`src/rtl/limit_switch_cfg.svh`:
```
// Offsets, field positions and reset values of the limit-switch stop logic.
// Assumes it is included by bare name by the package users of this block.
`ifndef LIMIT_SWITCH_CFG_SVH
`define LIMIT_SWITCH_CFG_SVH

// ----------------------------------------------------------------------------
// Register offsets (word addresses on the register port)
// ----------------------------------------------------------------------------
`define OFS_LIMIT_SWITCH_CONFIG   8'h01
`define OFS_EVENT_FLAGS           8'h0E
`define OFS_STATUS_FLAGS          8'h0F
`define OFS_STOP_DECELERATION     8'h2C
`define OFS_SOFT_LIMIT_LOW        8'h33
`define OFS_SOFT_LIMIT_HIGH       8'h34
`define OFS_POSITION_LATCH        8'h36

// ----------------------------------------------------------------------------
// Fields of limit_switch_config
// ----------------------------------------------------------------------------
`define CFG_LEFT_EN               0
`define CFG_RIGHT_EN              1
`define CFG_LEFT_POL              2
`define CFG_RIGHT_POL             3
`define CFG_SWAP_DIR              4
`define CFG_SOFT_STOP_EN          5
`define CFG_SOFT_MODE_LO          6
`define CFG_SOFT_MODE_HI          7
`define CFG_LATCH_INACT_L         8
`define CFG_LATCH_ACT_L           9
`define CFG_LATCH_INACT_R         10
`define CFG_LATCH_ACT_R           11
`define CFG_SOFT_LOW_EN           12
`define CFG_SOFT_HIGH_EN          13
`define CFG_USED_MSB              13

// ----------------------------------------------------------------------------
// Bit positions shared by event_flags and status_flags
// ----------------------------------------------------------------------------
`define FLG_LEFT                  0
`define FLG_RIGHT                 1
`define FLG_SOFT_LOW              2
`define FLG_SOFT_HIGH             3
`define FLG_LATCH_DONE            4
`define FLG_MSB                   4

// ----------------------------------------------------------------------------
// Reset values
// ----------------------------------------------------------------------------
`define RST_CONFIG                14'h0000
`define RST_WORD                  32'h00000000
`define RST_FLAGS                 5'h00

`endif

```
`src/rtl/limit_switch_pkg.sv`:
```
// Types shared by the limit-switch stop logic.
// Assumes nothing of its surroundings; users write limit_switch_pkg::name.
package limit_switch_pkg;

  // Signed microstep position or velocity word.
  typedef logic signed [31:0] word_t;

  // Stop type selected for the soft limits.
  typedef enum logic [1:0] {
    SOFT_MODE_NONE   = 2'h0,
    SOFT_MODE_HARD   = 2'h1,
    SOFT_MODE_LINEAR = 2'h2,
    SOFT_MODE_RSVD   = 2'h3
  } soft_mode_e;

endpackage

```
`src/rtl/limit_sync2.sv`:
```
// Two-stage synchroniser for asynchronous level inputs.
// Assumes the reset given is already synchronous to clk on release.
`timescale 1ns/1ps

module limit_sync2 #(
  parameter int WIDTH = 2
) (
  // Clock and reset
  input  wire logic             clk,
  input  wire logic             rst_b,
  // Levels
  input  wire logic [WIDTH-1:0] async_in,
  output logic      [WIDTH-1:0] sync_out
);

  logic [WIDTH-1:0] meta_ff;
  logic [WIDTH-1:0] sync_ff;

  // The first stage is read only by the second stage, to contain metastability.
  always_ff @(posedge clk or negedge rst_b) begin
    if (!rst_b) begin
      meta_ff <= '0;
      sync_ff <= '0;
    end else begin
      meta_ff <= async_in;
      sync_ff <= meta_ff;
    end
  end

  assign sync_out = sync_ff;

endmodule

```
`src/rtl/limit_switch_stop_logic.sv`:
```
// Limit-switch stop logic of a stepper ramp controller: hard limit inputs,
// soft position limits, stop requests, sticky events and direction locks.
// Assumes the ramp generator supplies actual velocity and position on mclk
// and obeys the stop and block outputs; registers sit on a simple word port.
//
// Functional notes
// Enabled active left limit, negative velocity stops ramp.
// Enabled active right limit, positive velocity stops ramp.
// Software sets polarity, then enable, before motion.
// Soft-stop enable clear: hardware limit zeroes velocity.
// Soft-stop enable set: linear stop using stop decel.
// Software programs stop decel above other decelerations.
// Status flag follows enabled active hardware limit.
// Matching event bit stays until software clears.
// After zero velocity, stopped direction is locked.
// Lock released: switch idle and event cleared.
// Latch position on selected limit input edges.
// Swap bit exchanges left and right inputs.
// Lower soft limit stops at position below threshold; the code also stops at a position equal to it.
// Upper soft limit stops at position above threshold; the code also stops at a position equal to it.
// Soft mode 01 zeroes velocity immediately.
// Soft mode 10 decelerates linearly with stop decel.
// Soft limits set status, event and lock alike.
// Soft lock released: within limit and event cleared.
// Swap bit leaves soft limit roles unchanged.
// Limit inputs synchronised before any comparison.
// Soft limit positions are signed 32-bit compares.
// Position latch is a signed 32-bit register.
`timescale 1ns/1ps
`include "limit_switch_cfg.svh"

module limit_switch_stop_logic (
  // Clock and reset
  input  wire logic        mclk,
  input  wire logic        rst_b,
  // Limit switch pins
  input  wire logic        left_limit_input,
  input  wire logic        right_limit_input,
  // Ramp generator state
  input  wire logic [31:0] actual_velocity,
  input  wire logic [31:0] actual_position,
  // Register port
  input  wire logic [7:0]  reg_addr,
  input  wire logic        reg_wr,
  input  wire logic        reg_rd,
  input  wire logic [31:0] reg_wdata,
  output logic      [31:0] reg_rdata,
  // Stop commands to the ramp generator
  output logic             hard_stop,
  output logic             linear_stop,
  output logic      [31:0] stop_decel_value,
  // Direction locks to the ramp generator
  output logic             block_negative,
  output logic             block_positive
);

  // --------------------------------------------------------------------------
  // Reset release
  // --------------------------------------------------------------------------
  logic rst_meta_b_ff;
  logic rst_sync_b_ff;
  logic rst_int_b;

  // Reset asserts at once and releases after two edges, so no flop leaves
  // reset on a different edge than its neighbours.
  always_ff @(posedge mclk or negedge rst_b) begin
    if (!rst_b) begin
      rst_meta_b_ff <= 1'b0;
      rst_sync_b_ff <= 1'b0;
    end else begin
      rst_meta_b_ff <= 1'b1;
      rst_sync_b_ff <= rst_meta_b_ff;
    end
  end

  assign rst_int_b = rst_sync_b_ff;

  // --------------------------------------------------------------------------
  // Input synchronisation and swapping
  // --------------------------------------------------------------------------
  logic [1:0] pins_sync;
  logic       left_lvl;
  logic       right_lvl;
  logic       left_lvl_d_ff;
  logic       right_lvl_d_ff;

  limit_sync2 #(
    .WIDTH    (2)
  ) u_pin_sync (
    .clk      (mclk),
    .rst_b    (rst_int_b),
    .async_in ({right_limit_input, left_limit_input}),
    .sync_out (pins_sync)
  );

  // --------------------------------------------------------------------------
  // Registers
  // --------------------------------------------------------------------------
  logic [`CFG_USED_MSB:0] config_ff;
  logic [`CFG_USED_MSB:0] nxt_config;
  logic [31:0]            stop_decel_ff;
  logic [31:0]            nxt_stop_decel;
  logic signed [31:0]     soft_low_ff;
  logic signed [31:0]     nxt_soft_low;
  logic signed [31:0]     soft_high_ff;
  logic signed [31:0]     nxt_soft_high;
  logic signed [31:0]     latch_pos_ff;
  logic signed [31:0]     nxt_latch_pos;
  logic [`FLG_MSB:0]      events_ff;
  logic [`FLG_MSB:0]      nxt_events;
  logic [`FLG_MSB:0]      status_ff;
  logic [`FLG_MSB:0]      nxt_status;
  logic [31:0]            rdata_ff;
  logic [31:0]            nxt_rdata;
  logic                   hard_stop_ff;
  logic                   linear_stop_ff;
  logic                   lock_neg_ff;
  logic                   lock_pos_ff;

  // Swap picks which synchronised pin plays the left and right roles.
  assign left_lvl  = config_ff[`CFG_SWAP_DIR] ? pins_sync[1] : pins_sync[0];
  assign right_lvl = config_ff[`CFG_SWAP_DIR] ? pins_sync[0] : pins_sync[1];

  // Previous levels for edge detection; they read the second sync stage only.
  always_ff @(posedge mclk or negedge rst_int_b) begin
    if (!rst_int_b) begin
      left_lvl_d_ff  <= 1'b0;
      right_lvl_d_ff <= 1'b0;
    end else begin
      left_lvl_d_ff  <= left_lvl;
      right_lvl_d_ff <= right_lvl;
    end
  end

  // --------------------------------------------------------------------------
  // Register decode
  // --------------------------------------------------------------------------
  wire sel_config = (reg_addr == `OFS_LIMIT_SWITCH_CONFIG);
  wire sel_events = (reg_addr == `OFS_EVENT_FLAGS);
  wire sel_status = (reg_addr == `OFS_STATUS_FLAGS);
  wire sel_decel  = (reg_addr == `OFS_STOP_DECELERATION);
  wire sel_low    = (reg_addr == `OFS_SOFT_LIMIT_LOW);
  wire sel_high   = (reg_addr == `OFS_SOFT_LIMIT_HIGH);
  wire sel_latch  = (reg_addr == `OFS_POSITION_LATCH);

  wire wr_config  = reg_wr & sel_config;
  wire wr_decel   = reg_wr & sel_decel;
  wire wr_low     = reg_wr & sel_low;
  wire wr_high    = reg_wr & sel_high;
  wire wr_latch   = reg_wr & sel_latch;
  // Any read or write of the event register clears every event bit not raised again in that cycle.
  wire clr_events = (reg_wr | reg_rd) & sel_events;

  // --------------------------------------------------------------------------
  // Configuration fields
  // --------------------------------------------------------------------------
  wire left_en        = config_ff[`CFG_LEFT_EN];
  wire right_en       = config_ff[`CFG_RIGHT_EN];
  wire left_pol       = config_ff[`CFG_LEFT_POL];
  wire right_pol      = config_ff[`CFG_RIGHT_POL];
  wire soft_stop_en   = config_ff[`CFG_SOFT_STOP_EN];
  wire soft_low_en    = config_ff[`CFG_SOFT_LOW_EN];
  wire soft_high_en   = config_ff[`CFG_SOFT_HIGH_EN];
  wire latch_inact_l  = config_ff[`CFG_LATCH_INACT_L];
  wire latch_act_l    = config_ff[`CFG_LATCH_ACT_L];
  wire latch_inact_r  = config_ff[`CFG_LATCH_INACT_R];
  wire latch_act_r    = config_ff[`CFG_LATCH_ACT_R];

  limit_switch_pkg::soft_mode_e soft_mode;
  assign soft_mode = limit_switch_pkg::soft_mode_e'(
    config_ff[`CFG_SOFT_MODE_HI:`CFG_SOFT_MODE_LO]);

  // --------------------------------------------------------------------------
  // Limit detection
  // --------------------------------------------------------------------------
  limit_switch_pkg::word_t vel_s;
  limit_switch_pkg::word_t pos_s;
  assign vel_s = limit_switch_pkg::word_t'(actual_velocity);
  assign pos_s = limit_switch_pkg::word_t'(actual_position);

  wire vel_neg  = vel_s < 0;
  wire vel_pos  = vel_s > 0;
  wire vel_zero = (actual_velocity == 32'h00000000);

  // A pin is active when its level equals its polarity bit.
  wire left_active  = left_en & (left_lvl == left_pol);
  wire right_active = right_en & (right_lvl == right_pol);

  // Soft limits keep their roles regardless of the swap bit.
  wire low_active  = soft_low_en & (pos_s <= soft_low_ff);
  wire high_active = soft_high_en & (pos_s >= soft_high_ff);

  // Hardware limits stop only when moving toward them.
  wire hw_req   = (left_active & vel_neg) | (right_active & vel_pos);
  // Soft limits likewise act only on travel into the limit.
  wire soft_req = (low_active & vel_neg) | (high_active & vel_pos);

  // --------------------------------------------------------------------------
  // Stop type selection
  // --------------------------------------------------------------------------
  // A hard stop wins over a linear one when both are requested, since the
  // velocity is forced to zero anyway.
  wire hw_hard     = hw_req & ~soft_stop_en;
  wire hw_linear   = hw_req & soft_stop_en;
  wire soft_hard   = soft_req & (soft_mode == limit_switch_pkg::SOFT_MODE_HARD);
  wire soft_linear = soft_req & (soft_mode == limit_switch_pkg::SOFT_MODE_LINEAR);
  wire nxt_hard    = hw_hard | soft_hard;
  wire nxt_linear  = (hw_linear | soft_linear) & ~nxt_hard;

  // --------------------------------------------------------------------------
  // Status, events and direction locks
  // --------------------------------------------------------------------------
  wire left_edge   = left_lvl ^ left_lvl_d_ff;
  wire right_edge  = right_lvl ^ right_lvl_d_ff;
  // Entering the active level means the new level equals the polarity.
  wire left_to_act = left_edge & (left_lvl == left_pol);
  wire left_to_in  = left_edge & (left_lvl != left_pol);
  wire right_to_act = right_edge & (right_lvl == right_pol);
  wire right_to_in  = right_edge & (right_lvl != right_pol);

  wire latch_hit = (latch_act_l & left_to_act) | (latch_inact_l & left_to_in) |
                   (latch_act_r & right_to_act) | (latch_inact_r & right_to_in);

  wire [`FLG_MSB:0] raise;
  assign raise = {latch_hit, high_active, low_active, right_active, left_active};

  // Status follows live conditions; the latch bit has no level meaning.
  always_comb begin
    nxt_status = raise;
    nxt_status[`FLG_LATCH_DONE] = 1'b0;
  end

  // Events stay set until cleared; a condition present in the clearing cycle
  // keeps its bit, so a still-active limit cannot be cleared away.
  always_comb begin
    nxt_events = (clr_events ? {(`FLG_MSB + 1){1'b0}} : events_ff) | raise;
  end

  // Locks engage at zero velocity while an event for that side stands, and
  // fall away only when the event is gone.
  wire ev_neg_next = nxt_events[`FLG_LEFT] | nxt_events[`FLG_SOFT_LOW];
  wire ev_pos_next = nxt_events[`FLG_RIGHT] | nxt_events[`FLG_SOFT_HIGH];
  wire nxt_lock_neg = ev_neg_next & (lock_neg_ff | vel_zero);
  wire nxt_lock_pos = ev_pos_next & (lock_pos_ff | vel_zero);

  // --------------------------------------------------------------------------
  // Register writes
  // --------------------------------------------------------------------------
  // Configuration, deceleration and soft limit words store written data.
  always_comb begin
    nxt_config     = wr_config ? reg_wdata[`CFG_USED_MSB:0] : config_ff;
    nxt_stop_decel = wr_decel  ? reg_wdata : stop_decel_ff;
    nxt_soft_low   = wr_low    ? reg_wdata : soft_low_ff;
    nxt_soft_high  = wr_high   ? reg_wdata : soft_high_ff;
  end

  // A hardware capture beats a software write in the same cycle.
  always_comb begin
    if (latch_hit) begin
      nxt_latch_pos = pos_s;
    end else if (wr_latch) begin
      nxt_latch_pos = reg_wdata;
    end else begin
      nxt_latch_pos = latch_pos_ff;
    end
  end

  // --------------------------------------------------------------------------
  // Read data
  // --------------------------------------------------------------------------
  // Read data is held in a flop; unmapped offsets return zero.
  always_comb begin
    nxt_rdata = rdata_ff;
    if (reg_rd) begin
      nxt_rdata = 32'h00000000;
      if (sel_config) begin
        nxt_rdata[`CFG_USED_MSB:0] = config_ff;
      end else if (sel_events) begin
        nxt_rdata[`FLG_MSB:0] = events_ff;
      end else if (sel_status) begin
        nxt_rdata[`FLG_MSB:0] = status_ff;
      end else if (sel_decel) begin
        nxt_rdata = stop_decel_ff;
      end else if (sel_low) begin
        nxt_rdata = soft_low_ff;
      end else if (sel_high) begin
        nxt_rdata = soft_high_ff;
      end else if (sel_latch) begin
        nxt_rdata = latch_pos_ff;
      end
    end
  end

  // --------------------------------------------------------------------------
  // State flops
  // --------------------------------------------------------------------------
  // Configuration holds its reset value until software writes it.
  always_ff @(posedge mclk or negedge rst_int_b) begin
    if (!rst_int_b) begin
      config_ff     <= `RST_CONFIG;
      stop_decel_ff <= `RST_WORD;
      soft_low_ff   <= `RST_WORD;
      soft_high_ff  <= `RST_WORD;
      latch_pos_ff  <= `RST_WORD;
    end else begin
      config_ff     <= nxt_config;
      stop_decel_ff <= nxt_stop_decel;
      soft_low_ff   <= nxt_soft_low;
      soft_high_ff  <= nxt_soft_high;
      latch_pos_ff  <= nxt_latch_pos;
    end
  end

  // Flags, locks, stop commands and read data.
  always_ff @(posedge mclk or negedge rst_int_b) begin
    if (!rst_int_b) begin
      events_ff      <= `RST_FLAGS;
      status_ff      <= `RST_FLAGS;
      lock_neg_ff    <= 1'b0;
      lock_pos_ff    <= 1'b0;
      hard_stop_ff   <= 1'b0;
      linear_stop_ff <= 1'b0;
      rdata_ff       <= `RST_WORD;
    end else begin
      events_ff      <= nxt_events;
      status_ff      <= nxt_status;
      lock_neg_ff    <= nxt_lock_neg;
      lock_pos_ff    <= nxt_lock_pos;
      hard_stop_ff   <= nxt_hard;
      linear_stop_ff <= nxt_linear;
      rdata_ff       <= nxt_rdata;
    end
  end

  // --------------------------------------------------------------------------
  // Outputs
  // --------------------------------------------------------------------------
  // The stop deceleration is passed through; the stop velocity parameter of
  // the ramp is not involved in a limit stop.
  assign stop_decel_value = stop_decel_ff;
  assign hard_stop        = hard_stop_ff;
  assign linear_stop      = linear_stop_ff;
  assign block_negative   = lock_neg_ff;
  assign block_positive   = lock_pos_ff;
  assign reg_rdata        = rdata_ff;

endmodule

```
`config.mk`:
```
export PLATFORM = sky130hd
export DESIGN_NAME = limit_switch_stop_logic
export DESIGN_NICKNAME = d
export VERILOG_FILES = /design/src/rtl/limit_switch_pkg.sv /design/src/rtl/limit_sync2.sv /design/src/rtl/limit_switch_stop_logic.sv
export VERILOG_INCLUDE_DIRS = /design/src /design/src/rtl
export SDC_FILE = /design/constraint.sdc
export NUM_CORES = 1
export LEC_CHECK = 0
export BUFFER_PORTS_ARGS = -buffer_cell sky130_fd_sc_hd__buf_2
export CAP_MARGIN = 15
export CORE_ASPECT_RATIO = 0.6
export CORE_UTILIZATION = 51
export DETAILED_ROUTE_END_ITERATION = 7
export HOLD_SLACK_MARGIN = 0.03
export PLACE_DENSITY_LB_ADDON = 0.05
export SYNTH_ARGS = -nofsm -noshare
export SYNTH_HDL_FRONTEND = slang
export SYNTH_SLANG_ARGS = --single-unit
```
`constraint.sdc`:
```
create_clock -name mclk -period 16.2 [get_ports mclk]
set_clock_uncertainty 0.1 [all_clocks]
set_input_delay 3.24 -clock mclk [delete_from_list [all_inputs] [get_ports mclk]]
set_output_delay 3.24 -clock mclk [all_outputs]
set_load 0.05 [all_outputs]
```
==> impl_metrics.tcl <==
set metrics [dict create \
    ys.warnings.count 0 \
    fin_area_mm2 0.0118 \
    crit_path_max_incr_delay_ns 0.54 \
    internal-power_uw 842 \
    path_clk_slew_ns 0.07 \
    place_congestion 0.840 \
    p_leak_uw 0.00564 \
    drt_wl_total_mm 27.4 \
    ant_nets 0 \
    reg2reg_slack_ns 13.18 \
    cp.arrival_ns 5.88 \
    grt_overflow 0 \
    drc 0 \
    setup_tns_ns 0 \
    drv_cap 0 \
    cts_resized 0 \
    relSlewSlack 0.302 \
    grt_max_degree 70 \
    syn_area_mm2 0.0100 \
    synth_edf_count 0 \
    power_switching_uw 359 \
    cts_buffer_depth 2 \
    cp_max_fo 33 \
    avgSynthCellArea_um2 11.2 \
    synthCells 896 \
    synth.area.mux_share 0.163 \
    worstSkewPairLatency_ns 0.45 \
    grt_first_pass_wirelength_mm 43.3 \
    worstPathRequired_ns 16.39 \
    die_x_um 183 \
    core_area_mm2 0.0191 \
    synth-compound-area-share 0.134 \
    cts_buffers 17 \
    area_growth_pct 17.8 \
    synth_commonest_cells "dfrtp_1, mux2_1, inv_1, ha_1, a21oi_1" \
    timing.fmax_mhz 176 \
    tritoncts "built" \
    r2r-start "soft_high_ff[5]" \
    seqCellArea_mm2 0.00488 \
    async_flop_share 1.00 \
    hold_buffers 0 \
    avgRoutedWirePerCell_um 20.4 \
    synth_top_area_frac 0.488 \
    viasPerCell 5.75 \
    hold_depth 0 \
    ioPinCount 178 \
    cts.sinks 195 \
    drtIter0Drc 642 \
    htree_levels 4 \
    pwr_density_cell_mw_per_mm2 102 \
    yosysSeqAreaShare 0.488 \
    slew_violations 0 \
    cp-end-kind "flip-flop" \
    port_buffers 177 \
    rows 39 \
    min_from "rst_meta_b_ff" \
    die_area_mm2 0.0202 \
    syn_nets 1070 \
    period_minus_slack_ns 5.69 \
    synth_top_family_by_area "multiplexers" \
    worst_pin_slew_ns 1.05 \
    status "completed" \
    fin_crit_sh 0.351 \
    antenna_found_initial 1 \
    switching_share 0.299 \
    whs_endpoint "rst_int_b" \
    placed_cell_area_mm2 0.0112 \
    synth_cell_type_count 55 \
    crit_type "input port to flip-flop" \
    hold_viol_final 0 \
    die_h_um 110 \
    p_comb_frac 0.147 \
    nNetsFinal 1238 \
    synth_top_area_cell "dfrtp_1" \
    first_pass_iters 5 \
    path_cells "buf_2, nand2_1, or4b_4, nor2_2, buf_4, and2_2, buf_4, mux2i_1, a21oi_1" \
    r2r_cells 10 \
    multi_input_area_mm2 0.00463 \
    critPathSlowestCell "buf_4" \
    p_clk_frac 0.364 \
    synth-adder-area-share 0.0801 \
    track_usage 0.283 \
    crit_top_cell "buf_4" \
    ir_worst_vdd_uv 75.0 \
    hpwl_mm 18.5 \
    fillers 1626 \
    rsz0062_at_grt "false" \
    postCtsSetupBuffers 0 \
    grt_pass1_vias 7534 \
    worstSetupStartpointType "input port" \
    hold_ws_ns 0.253 \
    synthFlopType "dfrtp_1" \
    ys_ff_latch 195 \
    cts_root_buffer "clkbuf_16" \
    yosys.area_share.simple 0.0787 \
    drive_gt1_frac 0.227 \
    ys_top_cells_by_area "dfrtp_1, mux2_1, ha_1" \
    yosysMostFrequentCell "dfrtp_1" \
    reg2reg_to "block_positive" \
    vias 7730 \
    hold_class "flip-flop to flip-flop" \
    start_util 0.523 \
    setup_violations 0 \
    p_seq_frac 0.489 \
    synthXorXnorAreaFrac 0.00263 \
]
==> final cells by class <==
class | instances | area share
flip-flops and latches | 195 | 0.415
multi-input cells | 572 | 0.393
repair buffers | 191 | 0.0841
clock buffers | 17 | 0.0361
well taps | 266 | 0.0283
inverters | 87 | 0.0277
clock inverters | 15 | 0.0158
diodes | 1 | 0.000212
==> flip-flops by register name, indices dropped and copies added, names as in the netlist, 2 cells and up <==
name and cells:
latch_pos_ff 32, reg_rdata 32, soft_high_ff 32, soft_low_ff 32, stop_decel_value 32, config_ff 14, events_ff 5, status_ff 4
u_pin_sync.meta_ff 2, u_pin_sync.sync_out 2
==> worst max-delay path by stage <==
| stage | startpoint | end | slack (ns) |
|---|---|---|---|
| CTS | reg_addr[7] | stop_decel_value[6] | 10.48 |
| global placement | reg_addr[7] | stop_decel_value[17] | 10.09 |
| detailed placement | reg_addr[7] | stop_decel_value[6] | 10.02 |
| global route | reg_addr[7] | stop_decel_value[6] | 10.39 |
| floorplan | rst_int_b | block_negative | 10.26 |
| finish | reg_addr[4] | latch_pos_ff[10] | 10.51 |
==> critical path: cells and delay by family <==
family,cells,cell delay (ns)
buf+inv,3,1.14
compound gates,1,0.09
mux,1,0.29
simple gates,4,1.08
==> placed cells by master (no fill, tap or decap), types with 3 or more instances in the layout <==
| cell | Yosys | layout |
|---|---|---|
| a222oi_1 | 14 | 14 |
| nor3_1 | 3 | 3 |
| a211oi_1 | 3 | 3 |
| a22o_1 | 18 | 18 |
| o21ai_0 | 12 | 12 |
| buf_2 | 13 | 177 |
| clkbuf_16 | 0 | 17 |
| a221oi_1 | 21 | 21 |
| inv_1 | 87 | 87 |
| nor2b_1 | 3 | 3 |
| mux2i_1 | 37 | 37 |
| inv_8 | 0 | 5 |
| mux2_2 | 10 | 10 |
| clkinv_8 | 0 | 3 |
| a21oi_1 | 59 | 59 |
| o22ai_1 | 18 | 18 |
| mux2_1 | 102 | 102 |
| buf_4 | 1 | 14 |
| a22oi_1 | 9 | 9 |
| a21o_1 | 6 | 6 |
| nand2_1 | 40 | 40 |
| dfrtp_1 | 195 | 194 |
| o21ai_1 | 6 | 6 |
| ha_1 | 64 | 64 |
| a31oi_1 | 14 | 14 |
| nand2b_1 | 6 | 6 |
| inv_6 | 0 | 3 |
| nor2_1 | 55 | 55 |
| nand3_1 | 10 | 10 |
| nor4_1 | 10 | 10 |
| nand4_1 | 14 | 14 |
==> stage by stage <==
| stage | worst slack (ns) | total power (uW) | util | instances |
|---|---|---|---|---|
| final | 10.51 | 1200 | 0.616 | 1344 |
| after global routing | 10.39 | 1260 | 0.616 | 1343 |
| after CTS | 10.48 | 1210 | 0.616 | 1343 |
| after detailed placement | 10.02 | 772 | 0.584 | 1311 |
| after global placement | 10.09 | 767 | 0.584 | 1311 |
| after floorplan | 10.26 | 706 | - | 896 |
==> power by group through the flow <==
stage / sequential [uW] / clock, uW / combinational (uW)
5_1_grt: 595 / 464 / 198
2_1_floorplan: 612 / 0 / 94.2
3_5_place_dp: 595 / 0 / 177
6_report: 587 / 437 / 177
3_3_place_gp: 594 / 0 / 173
4_1_cts: 587 / 444 / 177
==> cells by family after synthesis <==
| logic type | count (synthesis) |
|---|---|
| flops | 195 |
| mux | 149 |
| other cells | 1 |
| buf+inv | 129 |
| fa+ha+maj | 64 |
| simple gates | 159 |
| compound gates | 196 |
| xor+xnor | 3 |
==> layer usage <==
metal / GRT usage / up-vias / wire length [um]
met3: 0.0676 / 21 / 2250
met4: 0.0600 / 0 / 248
met2: 0.370 / 306 / 10700
met5: 0 / - / 0
li1: - / 3618 / -
met1: 0.464 / 3785 / 14200
Note: power is estimated with default switching activity, not from simulation.
